**config.mk**
```make
export PLATFORM = sky130hd
export DESIGN_NAME = sram_burst_ctrl_flat
export DESIGN_NICKNAME = d
export VERILOG_FILES = /design/src/include/sram_link_pkg.sv /design/src/include/sram_link.sv /design/src/sram_burst_ctrl.sv /design/src/flat_wrapper.sv
export SDC_FILE = /design/constraint.sdc
export NUM_CORES = 1
export LEC_CHECK = 0
export ABC_AREA = 1
export ABC_CLOCK_PERIOD_IN_PS = 2600
export CELL_PAD_IN_SITES_DETAIL_PLACEMENT = 2
export CELL_PAD_IN_SITES_GLOBAL_PLACEMENT = 2
export CORE_ASPECT_RATIO = 0.5
export CORE_UTILIZATION = 36
export DETAILED_ROUTE_END_ITERATION = 10
export DONT_BUFFER_PORTS = 1
export GPL_ROUTABILITY_DRIVEN = 0
export PLACE_DENSITY = 0.87
export RECOVER_POWER = 50
export SLEW_MARGIN = 15
export SYNTH_ARGS = -nofsm -noshare
export SYNTH_HDL_FRONTEND = slang
export SYNTH_SLANG_ARGS = --single-unit
export TNS_END_PERCENT = 50
```
**constraint.sdc**
```tcl
create_clock -name i_clk -period 2.6 [get_ports i_clk]
set_input_delay 0.26 -clock i_clk [delete_from_list [all_inputs] [get_ports i_clk]]
set_output_delay 0.26 -clock i_clk [all_outputs]
set_load 0.005 [all_outputs]
```
**src/include/sram_link_pkg.sv**
```systemverilog
// shared constants and types for the burst-of-four sram link
package sram_link_pkg;
    // data organisation: four lanes of nine bits
    localparam int DATA_W = 36;
    localparam int LANES = 4;
    localparam int LANE_W = 9;
    localparam int ADDR_W = 6;
    localparam int BURST = 4;
    localparam int IDX_W = ADDR_W + 2;
    // read data latency of 2.5 k cycles, counted in beats
    localparam int RD_LAT_BEATS = 5;
    // write data starts at the next k edge, two beats later
    localparam int WR_LAT_BEATS = 2;
    // last write data beat, counted from the command beat
    localparam logic [2:0] WR_LAST_BEAT = 3'h5;
    // dll lock needs this many stable k cycles
    localparam int DLL_LOCK_CYCLES = 2048;
    // link clock must stand still this long to reset the dll
    localparam int CLK_PERIOD_NS = 100;
    localparam int STOP_MIN_NS = 30;
    localparam int STOP_CYCLES_RAW =
        (STOP_MIN_NS + CLK_PERIOD_NS - 1) / CLK_PERIOD_NS;
    localparam int STOP_CYCLES = (STOP_CYCLES_RAW < 1) ? 1 : STOP_CYCLES_RAW;
    // reset and idle values of the pins
    localparam logic [LANES-1:0] LANES_OFF_N = 4'hF;

    typedef logic [DATA_W-1:0] word_t;
    typedef logic [ADDR_W-1:0] addr_t;
    typedef logic [IDX_W-1:0] idx_t;
    typedef logic [LANES-1:0] lanes_t;
    typedef word_t [BURST-1:0] burst_t;
    typedef lanes_t [BURST-1:0] burst_mask_t;
endpackage

```
**src/include/sram_link.sv**
```systemverilog
// pin-level link between the memory controller and the sram
`timescale 1ns/100ps
`default_nettype none
interface sram_link;
    logic k; // beat clock, one rising edge per data beat
    logic k_pos; // high when the coming beat edge is a k edge
    logic rd_sel_n; // read select, active low
    logic wr_sel_n; // write select, active low
    sram_link_pkg::addr_t addr; // burst address
    sram_link_pkg::word_t d; // write data
    sram_link_pkg::lanes_t lane_write_en_n; // byte-lane enables, low
    sram_link_pkg::word_t q; // read data driven by the sram
    logic q_oe; // sram drives q
    logic q_valid; // q holds a read word
    logic echo_clock; // toggles once per beat

    modport device (
        input k, k_pos, rd_sel_n, wr_sel_n, addr, d, lane_write_en_n,
        output q, q_oe, q_valid, echo_clock
    );
    modport ctrl (
        output k, k_pos, rd_sel_n, wr_sel_n, addr, d, lane_write_en_n,
        input q, q_oe, q_valid, echo_clock
    );
endinterface
`default_nettype wire

```
**src/sram_burst_ctrl.sv**
```systemverilog
// memory controller end of the burst-of-four sram link
`timescale 1ns/100ps
`default_nettype none
module sram_burst_ctrl (
    input wire logic i_clk, // system clock
    input wire logic i_nrst, // async reset, active low
    input wire logic i_rd_req, // read burst request
    input wire logic i_wr_req, // write burst request
    input wire sram_link_pkg::addr_t i_addr, // burst address
    input wire sram_link_pkg::burst_t i_wr_data, // four write words
    input wire sram_link_pkg::burst_mask_t i_wr_mask_n, // lanes, low
    input wire logic i_relock, // clock changed, redo dll lock
    input wire logic i_pause, // stop the link clock when idle
    output logic o_ready, // request taken this cycle if raised
    output logic o_locked, // dll lock wait done
    output sram_link_pkg::burst_t o_rd_data, // four read words
    output logic o_rd_valid, // read burst complete pulse
    sram_link.ctrl link // sram-facing pins
);
    typedef enum logic [2:0] {
        ST_STOP = 3'h0,
        ST_LOCK = 3'h1,
        ST_IDLE = 3'h2,
        ST_RUN = 3'h3,
        ST_PAUSE = 3'h4
    } ctl_state_t;

    // whole state of the controller
    typedef struct packed {
        ctl_state_t st;
        logic [1:0] ph; // position inside one beat
        logic lk;
        logic kpos;
        logic rd_n;
        logic wr_n;
        sram_link_pkg::addr_t addr;
        sram_link_pkg::word_t d;
        sram_link_pkg::lanes_t en_n;
        logic [11:0] cnt;
        logic [2:0] bc; // beat of current burst
        logic op_wr;
        sram_link_pkg::burst_t wbuf;
        sram_link_pkg::burst_mask_t mbuf;
        sram_link_pkg::burst_t rbuf;
        logic [1:0] widx;
        logic rd_pulse;
        sram_link_pkg::word_t q_s1;
        sram_link_pkg::word_t q_s2;
        logic qv_s1;
        logic qv_s2;
        logic ec_s1;
        logic ec_s2;
        logic ec_s3;
    } ctl_reg_t;

    ctl_reg_t s;
    ctl_reg_t n;
    logic run;
    logic fall;
    logic [2:0] nb;

    // beat timing and request acceptance
    always_comb begin
        run = (s.st == ST_LOCK) | (s.st == ST_IDLE) | (s.st == ST_RUN);
        fall = run & (s.ph == 2'h3);
        nb = s.bc + 3'h1;
        // commands only go out ahead of a k edge
        o_ready = (s.st == ST_IDLE) & fall & ~s.kpos & ~i_relock;
    end

    // next state
    always_comb begin
        n = s;
        n.rd_pulse = 1'b0;
        // sram outputs pass two flops before use
        n.q_s1 = link.q;
        n.q_s2 = s.q_s1;
        n.qv_s1 = link.q_valid;
        n.qv_s2 = s.qv_s1;
        n.ec_s1 = link.echo_clock;
        n.ec_s2 = s.ec_s1;
        n.ec_s3 = s.ec_s2;
        // divider makes the link clock; pins change as it falls
        if (run) begin
            n.ph = s.ph + 2'h1;
            n.lk = n.ph[1];
        end else begin
            n.ph = 2'h0;
            n.lk = 1'b0;
        end
        if (fall) begin
            n.kpos = ~s.kpos;
            n.rd_n = 1'b1;
            n.wr_n = 1'b1;
            n.en_n = sram_link_pkg::LANES_OFF_N;
        end
        case (s.st)
            ST_STOP: begin
                // clock held still to reset the dll
                n.cnt = s.cnt + 12'h1;
                if (s.cnt ==
                    12'(sram_link_pkg::STOP_CYCLES - 1)) begin
                    n.st = ST_LOCK;
                    n.cnt = '0;
                end
            end
            ST_LOCK: begin
                // count stable k cycles before any command
                if (fall && !s.kpos) begin
                    n.cnt = s.cnt + 12'h1;
                    if (s.cnt ==
                        12'(sram_link_pkg::DLL_LOCK_CYCLES - 1)) begin
                        n.st = ST_IDLE;
                    end
                end
            end
            ST_IDLE: begin
                if (fall && i_relock) begin
                    n.st = ST_STOP;
                    n.cnt = '0;
                end else if (o_ready && i_wr_req) begin
                    n.wr_n = 1'b0;
                    n.addr = i_addr;
                    n.op_wr = 1'b1;
                    n.bc = '0;
                    n.wbuf = i_wr_data;
                    n.mbuf = i_wr_mask_n;
                    n.st = ST_RUN;
                end else if (o_ready && i_rd_req) begin
                    n.rd_n = 1'b0;
                    n.addr = i_addr;
                    n.op_wr = 1'b0;
                    n.bc = '0;
                    n.widx = '0;
                    n.st = ST_RUN;
                end else if (fall && i_pause) begin
                    // device is idle here, so stopping is safe
                    n.st = ST_PAUSE;
                end
            end
            ST_RUN: begin
                if (fall) begin
                    n.bc = nb;
                    if (s.op_wr && nb >= 3'(sram_link_pkg::WR_LAT_BEATS) &&
                        nb <= sram_link_pkg::WR_LAST_BEAT) begin
                        // data from the next k edge, four beats
                        // lanes stay off once the last beat is out
                        n.d = s.wbuf[2'(nb - 3'h2)];
                        n.en_n = s.mbuf[2'(nb - 3'h2)];
                    end
                    if (s.op_wr && s.bc == sram_link_pkg::WR_LAST_BEAT) begin
                        n.st = ST_IDLE;
                    end
                end
                // read words arrive one per echo change
                if (!s.op_wr && (s.ec_s2 ^ s.ec_s3) && s.qv_s2) begin
                    n.rbuf[s.widx] = s.q_s2;
                    n.widx = s.widx + 2'h1;
                    if (s.widx == 2'h3) begin
                        n.rd_pulse = 1'b1;
                        n.st = ST_IDLE;
                    end
                end
            end
            ST_PAUSE: begin
                if (!i_pause) begin
                    n.st = ST_IDLE;
                end
            end
            default: begin
                n.st = ST_STOP;
            end
        endcase
    end

    // state register
    always_ff @(posedge i_clk or negedge i_nrst) begin
        if (!i_nrst) begin
            s <= '{st: ST_STOP, rd_n: 1'b1, wr_n: 1'b1,
                en_n: sram_link_pkg::LANES_OFF_N, default: '0};
        end else begin
            s <= n;
        end
    end

    // pins and user outputs from flops
    assign link.k = s.lk;
    assign link.k_pos = s.kpos;
    assign link.rd_sel_n = s.rd_n;
    assign link.wr_sel_n = s.wr_n;
    assign link.addr = s.addr;
    assign link.d = s.d;
    assign link.lane_write_en_n = s.en_n;
    assign o_locked = (s.st == ST_IDLE) | (s.st == ST_RUN) |
        (s.st == ST_PAUSE);
    assign o_rd_data = s.rbuf;
    assign o_rd_valid = s.rd_pulse;

endmodule
`default_nettype wire

```
**src/flat_wrapper.sv**
```systemverilog
// flat-port wrapper written by rule: the top's interface ports become plain ports
module sram_burst_ctrl_flat 
  (i_clk, i_nrst, i_rd_req, i_wr_req, i_addr, i_wr_data, i_wr_mask_n, i_relock, i_pause, o_ready, o_locked, o_rd_data, o_rd_valid, link_k, link_k_pos, link_rd_sel_n, link_wr_sel_n, link_addr, link_d, link_lane_write_en_n, link_q, link_q_oe, link_q_valid, link_echo_clock);
  sram_link link_i ();
  input wire logic i_clk;
  input wire logic i_nrst;
  input wire logic i_rd_req;
  input wire logic i_wr_req;
  input wire sram_link_pkg::addr_t i_addr;
  input wire sram_link_pkg::burst_t i_wr_data;
  input wire sram_link_pkg::burst_mask_t i_wr_mask_n;
  input wire logic i_relock;
  input wire logic i_pause;
  output logic o_ready;
  output logic o_locked;
  output sram_link_pkg::burst_t o_rd_data;
  output logic o_rd_valid;
  output wire logic [$bits(link_i.k)-1:0] link_k;
  output wire logic [$bits(link_i.k_pos)-1:0] link_k_pos;
  output wire logic [$bits(link_i.rd_sel_n)-1:0] link_rd_sel_n;
  output wire logic [$bits(link_i.wr_sel_n)-1:0] link_wr_sel_n;
  output wire logic [$bits(link_i.addr)-1:0] link_addr;
  output wire logic [$bits(link_i.d)-1:0] link_d;
  output wire logic [$bits(link_i.lane_write_en_n)-1:0] link_lane_write_en_n;
  input wire logic [$bits(link_i.q)-1:0] link_q;
  input wire logic [$bits(link_i.q_oe)-1:0] link_q_oe;
  input wire logic [$bits(link_i.q_valid)-1:0] link_q_valid;
  input wire logic [$bits(link_i.echo_clock)-1:0] link_echo_clock;
  assign link_k = link_i.k;
  assign link_k_pos = link_i.k_pos;
  assign link_rd_sel_n = link_i.rd_sel_n;
  assign link_wr_sel_n = link_i.wr_sel_n;
  assign link_addr = link_i.addr;
  assign link_d = link_i.d;
  assign link_lane_write_en_n = link_i.lane_write_en_n;
  assign link_i.q = link_q;
  assign link_i.q_oe = link_q_oe;
  assign link_i.q_valid = link_q_valid;
  assign link_i.echo_clock = link_echo_clock;
  sram_burst_ctrl u_core (.i_clk(i_clk), .i_nrst(i_nrst), .i_rd_req(i_rd_req), .i_wr_req(i_wr_req), .i_addr(i_addr), .i_wr_data(i_wr_data), .i_wr_mask_n(i_wr_mask_n), .i_relock(i_relock), .i_pause(i_pause), .o_ready(o_ready), .o_locked(o_locked), .o_rd_data(o_rd_data), .o_rd_valid(o_rd_valid), .link(link_i));
endmodule
```
After elaboration in Yosys (flattened, before gate mapping):

Index checks and enable logic that the tools add are counted.

* input port bits: 211
* output and inout bits: 197
* register bits: 455

* eq/ne operators: 20
* mux-type cells: 50
* magnitude comparators: 5
* reductions and logical operators: 26
* bitwise gates (word level): 12
* add/sub/neg operators: 5

Operators with widths (count)
* $mux W164: 1
* $mux W160: 1
* $bwmux W144: 1
* $bmux W36 S2: 1
* $demux W36 S2: 1
* $mux W36: 2
* $mux W3: 15
* $mux W12: 3
* $pmux W12 S3: 1
* $mux W4: 7
* $mux W8: 2
* $ne A2 B2 Y1 const B: 8
* $pmux W3 S5: 1
* $add A12 B1 Y12 const B: 1
* $eq A12 B11 Y1 const B: 1
* $logic_not A12 Y1: 1
* $mux W6: 2
* $reduce_and A3 Y1: 4
* $logic_and A1 B1 Y1: 11
* $reduce_and A5 Y1: 2
* $bmux W4 S2: 1
* $mux W2: 4
* $eq A3 B2 Y1 const B: 2
* $eq A3 B3 Y1 const B: 2
* 25 further kinds: 43

Depth between registers and ports, before layout:

Gate-level depths: netlist (run 1).

* depth after elaboration: 12
* depth in mapped cells: 11
* mapped depth without buffers: 10

Least setup slack after synthesis (run 1):

No wires, ideal clock.

* path type: reg2reg
* start: register u_core.s[385] in the netlist's numbering
* end: register u_core.s, in the netlist u_core.link.d[0]
* path buffers: 4
* period minus slack after synthesis: 2377 ps
* stages on the path, launching flop included: 11
* required time: 2474 ps
* setup slack: 223 ps
* arrival: 2251 ps
* path through: dfrtp_1 > buf_2 > clkinv_1 > clkbuf_1 > ha_1 > clkinv_1 > a21oi_1 > a211oi_2 > buf_2 > buf_2 > o21ai_0

* cells in the longest elaborated chain, start to end: 5

RTL lines
* from (decl): line sram_burst_ctrl.sv:56 `ctl_reg_t s;`
* from (signal assigned): line sram_burst_ctrl.sv:179 `s <= '{st: ST_STOP, rd_n: 1'b1, wr_n: 1'b1,`
* from (signal assigned): line sram_burst_ctrl.sv:182 `s <= n;`
* $add A3 B1 Y3 *: line sram_burst_ctrl.sv:66 `nb = s.bc + 3'h1;`
* $ge A3 B2 Y1: line sram_burst_ctrl.sv:144 `if (s.op_wr && nb >= 3'(sram_link_pkg::WR_LAT_BEATS) &&`
* $logic_and A1 B1 Y1 (2 in series): line sram_burst_ctrl.sv:144
* $reduce_and A3 Y1 (no line)

Mark *: on every way between the ends. The rest lies on a longest branch, timed or not. The select of a mux whose other input is x is not followed.
A chain may end at the register's enable or synchronous reset.

Worst setup path after layout (run 1):

* start: register u_core.s[386] in the netlist's numbering
* end: register u_core.s, in the netlist u_core.link.d[1]

Same word-level chain as after synthesis.

==> results.toml, run 1 <==
[status]
outcome = "complete, but fails checks"
failed_checks = "negative hold slack, max-slew violations, negative setup slack"

[sta]
maxSlewViolCount = 161
tightest_slew_ns = 1.75
max_slew_margin_pct = -16.7
tns_ns = -0.108
period_share_pct = 102
hold_ws_ns = -0.640
setup_viol = 4
fin_crit_ns = 2.66
fmax_ghz = 0.376
finalHoldViolCount = 450
setup_ws_ns = -0.0611
skew_ns = 0.0400

[worst_setup_path]
crit_path_frequent_cell = "o21ai_0"
crit_slowest_cell = "dfrtp_1"
crit_path_end_kind = "flop"
path_class = "flop to flop"
rrSetupSlack_ns = -0.06
path_cells = "inv_1, ha_2, buf_12, a21oi_1, o21ai_0, o21ai_0, nand2_1, o21ai_0"
path_max_fanout = 74
path_buf_inv = 2
critPathTopFamily = "compound AO/OA/AOI/OAI gates"
cp-startpoint = "u_core.s[386]"
critPathRequiredTime_ns = 2.99
worstSetupStartpointType = "flop"
slowest_delay_ns = 0.43
reg2reg_from = "u_core.s[386]"
critPathArrivalTime_ns = 3.05

[clocking]
insertion_delay_ns = 0.59
holdBufCountCts = 207
cts-htree-levels = 2
cts_num_sinks = 454
cts_tree = "yes"
clkTransAtPathRegs_ns = 0.08
cts-root-buf = "clkbuf_16"
clock_path_buffers = 3
cts_buffers = 44

[global_route]
gr-total-overflow = 0
grt_max_degree = 455
grt_use_total_pct = 25.1
antenna_found_initial = 19
grt_pass1_wl_um = 106000
grt_pass1_vias = 15900

[floorplan]
die-area_um2 = 55200
die_y_um = 167
design.core.area_um2 = 52800
io_pins = 408
rows = 59
initial_core_util_pct = 37.0
die_x_um = 331

[finish]
fin_nets = 2084
syn_to_final_growth_pct = 15.3
final_cell_count_no_fill = 2621
final_area_um2 = 22500
layout-drive-gt1-share_pct = 12.4
final_common_cell = "dfrtp_1"
final_util_pct = 42.6
nFillCells = 5301
final_cell_mix = "dfrtp_1, o21ai_0, nand2_1"

[placed_design]
dp_hpwl_um = 36000
pre_cts_slack_ns = 0.375
dp.cells = 2311
placed_area_um2 = 18900
numPortBuffers = 0

[synthesis]
syn_area_um2 = 19500
synth_nets = 2087
yosys_warnings = 0
synth.avg_cell_area_um2 = 10.5
yosysSeqAreaShare_pct = 58.2
ys_ff_latch = 454
synth_cells = 1866
synth_cell_types = 34

[detailed_routing]
wirelength_um = 75400
dr.pass1.iters = 5
antenna_left = 0
via_count = 14000
drc = 0
vias_per_cell = 5.33
drtIter0Drc = 881
wire_per_inst_um = 28.8

[power_and_ir_drop]
ir_drop_uv = 460
power_density_nw_per_um2 = 648
total_power_mw = 14.6
p_comb_share_pct = 2.4
power.leakage_nw = 10.7
power_frac_seq_pct = 49.0
p_sw_mw = 3.33
p_int_mw = 11.2
p_clk_share_pct = 48.6
swShare_pct = 22.8

[min_path]
hp-class = "input port to asynchronous set/reset pin"

[flow_run]
drv_cap = 0
==> timing repair <==
action                                  CTS  global route
endpoints found under the hold margin   662           454
buffers inserted                          0             0
gates resized for setup                   0             1
endpoints found under the setup margin    0             6
==> registers in the layout, indices dropped and copies added (netlist names), named ones only <==
signal / flops
u_core.link.wr_sel_n: 1
u_core.link.k_pos: 1
u_core.s: 220
u_core.link.rd_sel_n: 1
u_core.link.k: 1
u_core.link.addr: 6
u_core.n: 39
u_core.o_rd_valid: 1
u_core.o_rd_data: 144
u_core.link.d: 36
==> synthesized netlist by cell type, drive strengths merged <==
master / count / area, um2
o21ai: 312 / 1560
a21boi: 4 / 30.0
ha: 10 / 125
a22oi: 1 / 7.51
o211ai: 4 / 30.0
nor3: 6 / 30.0
mux2: 120 / 1730
nand3: 21 / 105
a21oi: 91 / 455
and2: 1 / 6.26
buf: 221 / 1650
nand2: 291 / 1100
xor2: 6 / 52.6
clkbuf: 55 / 206
a31oi: 1 / 6.26
nand4: 5 / 37.5
nor3b: 1 / 7.51
a211oi: 1 / 12.5
inv: 148 / 556
clkinv: 4 / 15.0
dfstp: 6 / 158
nor2: 109 / 434
dfrtp: 448 / 11200
==> power by group through the flow <==
stage          Combinational (mW)  Sequential [mW]  Clock, mW
4_1_cts                     0.329             7.14       6.99
5_1_grt                     0.366             7.14       7.46
6_report                    0.352             7.14       7.08
3_5_place_dp               0.0462             7.28          0
3_3_place_gp               0.0431             7.27          0
2_1_floorplan              0.0268             7.27          0
==> final cells by class <==
class | count | area [um2] | area share [%]
flip-flops and latches | 454 | 11400 | 50.5
multi-input cells | 984 | 5760 | 25.6
diodes | 24 | 60.1 | 0.267
clock inverters | 12 | 161 | 0.717
clock buffers | 67 | 1350 | 6.00
repair buffers | 227 | 2350 | 10.4
well taps | 701 | 877 | 3.90
inverters | 152 | 571 | 2.54
==> cell families (layout without fill, tap and decap cells) <==
kind of cell / count (synthesis) / in the layout / share of synthesized area, %
DFF: 454 / 454 / 58.2
and+or+nand+nor: 434 / 434 / 8.84
buffers and inverters: 428 / 458 / 12.4
AOI/OAI and AO/OA: 414 / 414 / 10.8
muxes: 120 / 120 / 8.84
adders and majority gates: 10 / 10 / 0.641
xor gates and xnor gates: 6 / 6 / 0.269
other: 0 / 24 / 0
==> final timing paths <==
path,end,cells past startpoint
worst max-delay path,u_core.link.d[1],8
min in group i_clk,u_core.s[79],4
worst min register to register,u_core.s[21],0
worst max register to register,u_core.link.d[1],8
max in group asynchronous,u_core.o_rd_data[134],0
worst min-delay path,u_core.link.d[9],0
==> per-layer routing <==
| metal | track usage [%] | routed length, um |
|---|---|---|
| met3 | 4.70 | 3220 |
| met5 | 0 | 0 |
| met4 | 15.5 | 5580 |
| met2 | 46.7 | 40000 |
| met1 | 26.2 | 26600 |
Note: power is estimated with default switching activity, not from simulation.
==> run 2: changes to the inputs <==
--- a/config.mk
+++ b/config.mk
@@ -6,15 +6,15 @@
 export NUM_CORES = 1
 export LEC_CHECK = 0
 export ABC_AREA = 1
-export ABC_CLOCK_PERIOD_IN_PS = 2600
+export ABC_CLOCK_PERIOD_IN_PS = 2900
 export CELL_PAD_IN_SITES_DETAIL_PLACEMENT = 2
 export CELL_PAD_IN_SITES_GLOBAL_PLACEMENT = 2
 export CORE_ASPECT_RATIO = 0.5
-export CORE_UTILIZATION = 36
+export CORE_UTILIZATION = 40
 export DETAILED_ROUTE_END_ITERATION = 10
 export DONT_BUFFER_PORTS = 1
 export GPL_ROUTABILITY_DRIVEN = 0
-export PLACE_DENSITY = 0.87
+export PLACE_DENSITY_LB_ADDON = 0.1
 export RECOVER_POWER = 50
 export SLEW_MARGIN = 15
 export SYNTH_ARGS = -nofsm -noshare
==> constraint.sdc (replaced) <==
create_clock -name i_clk -period 2.9 [get_ports i_clk]
set_input_delay 0.29 -clock i_clk [delete_from_list [all_inputs] [get_ports i_clk]]
set_output_delay 0.29 -clock i_clk [all_outputs]
set_load 0.005 [all_outputs]
==> run 2 against run 1 <==
  * The flow finishes with violations (negative hold slack)
  * Combinational power decreased by 19%
  * Via count decreased by 7.9%
  * Cell count down 3.1%
  * Critical endpoint is now u_core.link.d[31]
  * Largest power group unchanged
  * Highest routed layer unchanged
==> results.toml, run 2 (synthesis results as in run 1) <==
[flow_run]
drv_cap = 0

[global_route]
grt_use_total_pct = 22.4
antenna_found_initial = 4
grt_pass1_wl_um = 86800
grt_max_degree = 455
gr-total-overflow = 0
grt_pass1_vias = 15000

[worst_setup_path]
path_class = "flop to flop"
path_max_fanout = 76
path_buf_inv = 3
critPathArrivalTime_ns = 2.92
crit_path_end_kind = "flop"
critPathRequiredTime_ns = 3.32
crit_slowest_cell = "ha_2"
critPathTopFamily = "compound AO/OA/AOI/OAI gates"
path_cells = "clkinv_1, ha_2, clkinv_1, a21oi_1, a211oi_4, buf_12, o21ai_0"
crit_path_frequent_cell = "clkinv_1"
slowest_delay_ns = 0.44
worstSetupStartpointType = "flop"

[detailed_routing]
wirelength_um = 56200
wire_per_inst_um = 22.1
drtIter0Drc = 590
antenna_left = 0
via_count = 12900
drc = 0
dr.pass1.iters = 4
vias_per_cell = 5.07

[placed_design]
dp_hpwl_um = 33200
pre_cts_slack_ns = 0.546
placed_area_um2 = 18700
numPortBuffers = 0

[sta]
setup_viol = 0
grt_setup_unrepaired = "no"
maxSlewViolCount = 0
finalHoldViolCount = 449
fin_crit_ns = 2.50
fmax_ghz = 0.399
setup_ws_ns = 0.396
tns_ns = 0
hold_ws_ns = -0.578
period_share_pct = 86.3
skew_ns = 0.0192
max_slew_margin_pct = 16.1
tightest_slew_ns = 1.26

[floorplan]
initial_core_util_pct = 41.1
die_y_um = 158
rows = 56
die-area_um2 = 49800
io_pins = 408
design.core.area_um2 = 47500
die_x_um = 314

[clocking]
holdBufCountCts = 207
clock_path_buffers = 3
cts.repair.resized = 0
cts-root-buf = "clkbuf_16"
cts_buffers = 44
cts_tree = "yes"
cts-htree-levels = 2
clkTransAtPathRegs_ns = 0.07
insertion_delay_ns = 0.56
postCtsSetupBuffers = 0
cts_num_sinks = 454

[status]
failed_checks = "negative hold slack"
outcome = "complete, but fails checks"

[power_and_ir_drop]
p_clk_share_pct = 48.2
p_sw_mw = 2.76
p_comb_share_pct = 2.2
power_frac_seq_pct = 49.6
power.leakage_nw = 10.7
swShare_pct = 21.4
ir_drop_uv = 436
p_int_mw = 10.1
power_density_nw_per_um2 = 578

[finish]
final_area_um2 = 22300
largest_register_ffs = 220
final_cell_mix = "dfrtp_1, o21ai_0, nand2_1"
layout-drive-gt1-share_pct = 12.5
max_flop_register = "u_core.s"
fin_nets = 2082
syn_to_final_growth_pct = 14.2
final_common_cell = "dfrtp_1"

[min_path]
hp-class = "input port to asynchronous set/reset pin"
==> run 2: cell count changes in the layout (fill, tap and decap cells not counted), sizes merged <==
cell      previous run  this run
bufinv               3         5
inv                151       152
buf                 20        18
diode               24         7
clkbuf              67        60
clkinv               8        12
clkinvlp             2         3
==> run 2: cell type report <==
type,count,area (um2)
timing repair buffer,225,2260
sequential,454,11400
clock inverter,20,244
clock buffer,60,1280
inverter,152,571
antenna,7,17.5
multi-input combinational,984,5760
tap,638,798
fill,4710,25200
==> run 2: worst register-to-register path, cell delays in order (launching register included) <==
cell and delay, ns:
dfrtp_4 0.43, clkinv_1 0.09, ha_2 0.44, clkinv_1 0.30, a21oi_1 0.33, a211oi_4 0.11, buf_12 0.24, o21ai_0 0.41
==> run 2: power by group through the flow <==
stage | combinational, mW | clock [mW] | sequential (mW)
after floorplan | 0.0240 | 0 | 6.52
after global placement | 0.0356 | 0 | 6.52
after detailed placement | 0.0395 | 0 | 6.52
after CTS | 0.287 | 6.33 | 6.40
after global routing | 0.305 | 6.59 | 6.40
final | 0.286 | 6.21 | 6.40
==> run 2: through the flow <==
step	util, %	total power [mW]	instances
final	47.0	12.9	2540
after global routing	47.0	13.3	2539
after CTS	46.9	13.0	2533
after detailed placement	39.3	6.56	2246
after global placement	39.3	6.55	2246
after floorplan	-	6.54	1866
==> run 2: path summary, 6_finish.rpt <==
path	startpoint	to	slack, ns	depth (start not counted)
worst max-delay path	u_core.s[385]	u_core.link.d[31]	0.40	7
worst min-delay path	i_nrst	u_core.o_rd_data[52]	-0.58	0
worst max register to register	u_core.s[385]	u_core.link.d[31]	0.40	7
worst min register to register	u_core.n[14]	u_core.s[14]	0.35	0
max in group asynchronous	i_nrst	u_core.s[254]	2.44	0
min in group i_clk	i_wr_req	u_core.s[238]	0.10	2
==> run 2: metal layers <==
| layer | up-vias | global-route usage, % | wire length [um] | part of all wire, % |
|---|---|---|---|---|
| li1 | 5826 | - | - | - |
| met1 | 6720 | 25.3 | 21600 | 38 |
| met2 | 235 | 42.9 | 30700 | 55 |
| met3 | 88 | 4.44 | 2290 | 4.1 |
| met4 | 0 | 6.66 | 1530 | 2.7 |
| met5 | - | 0 | 0 | 0 |
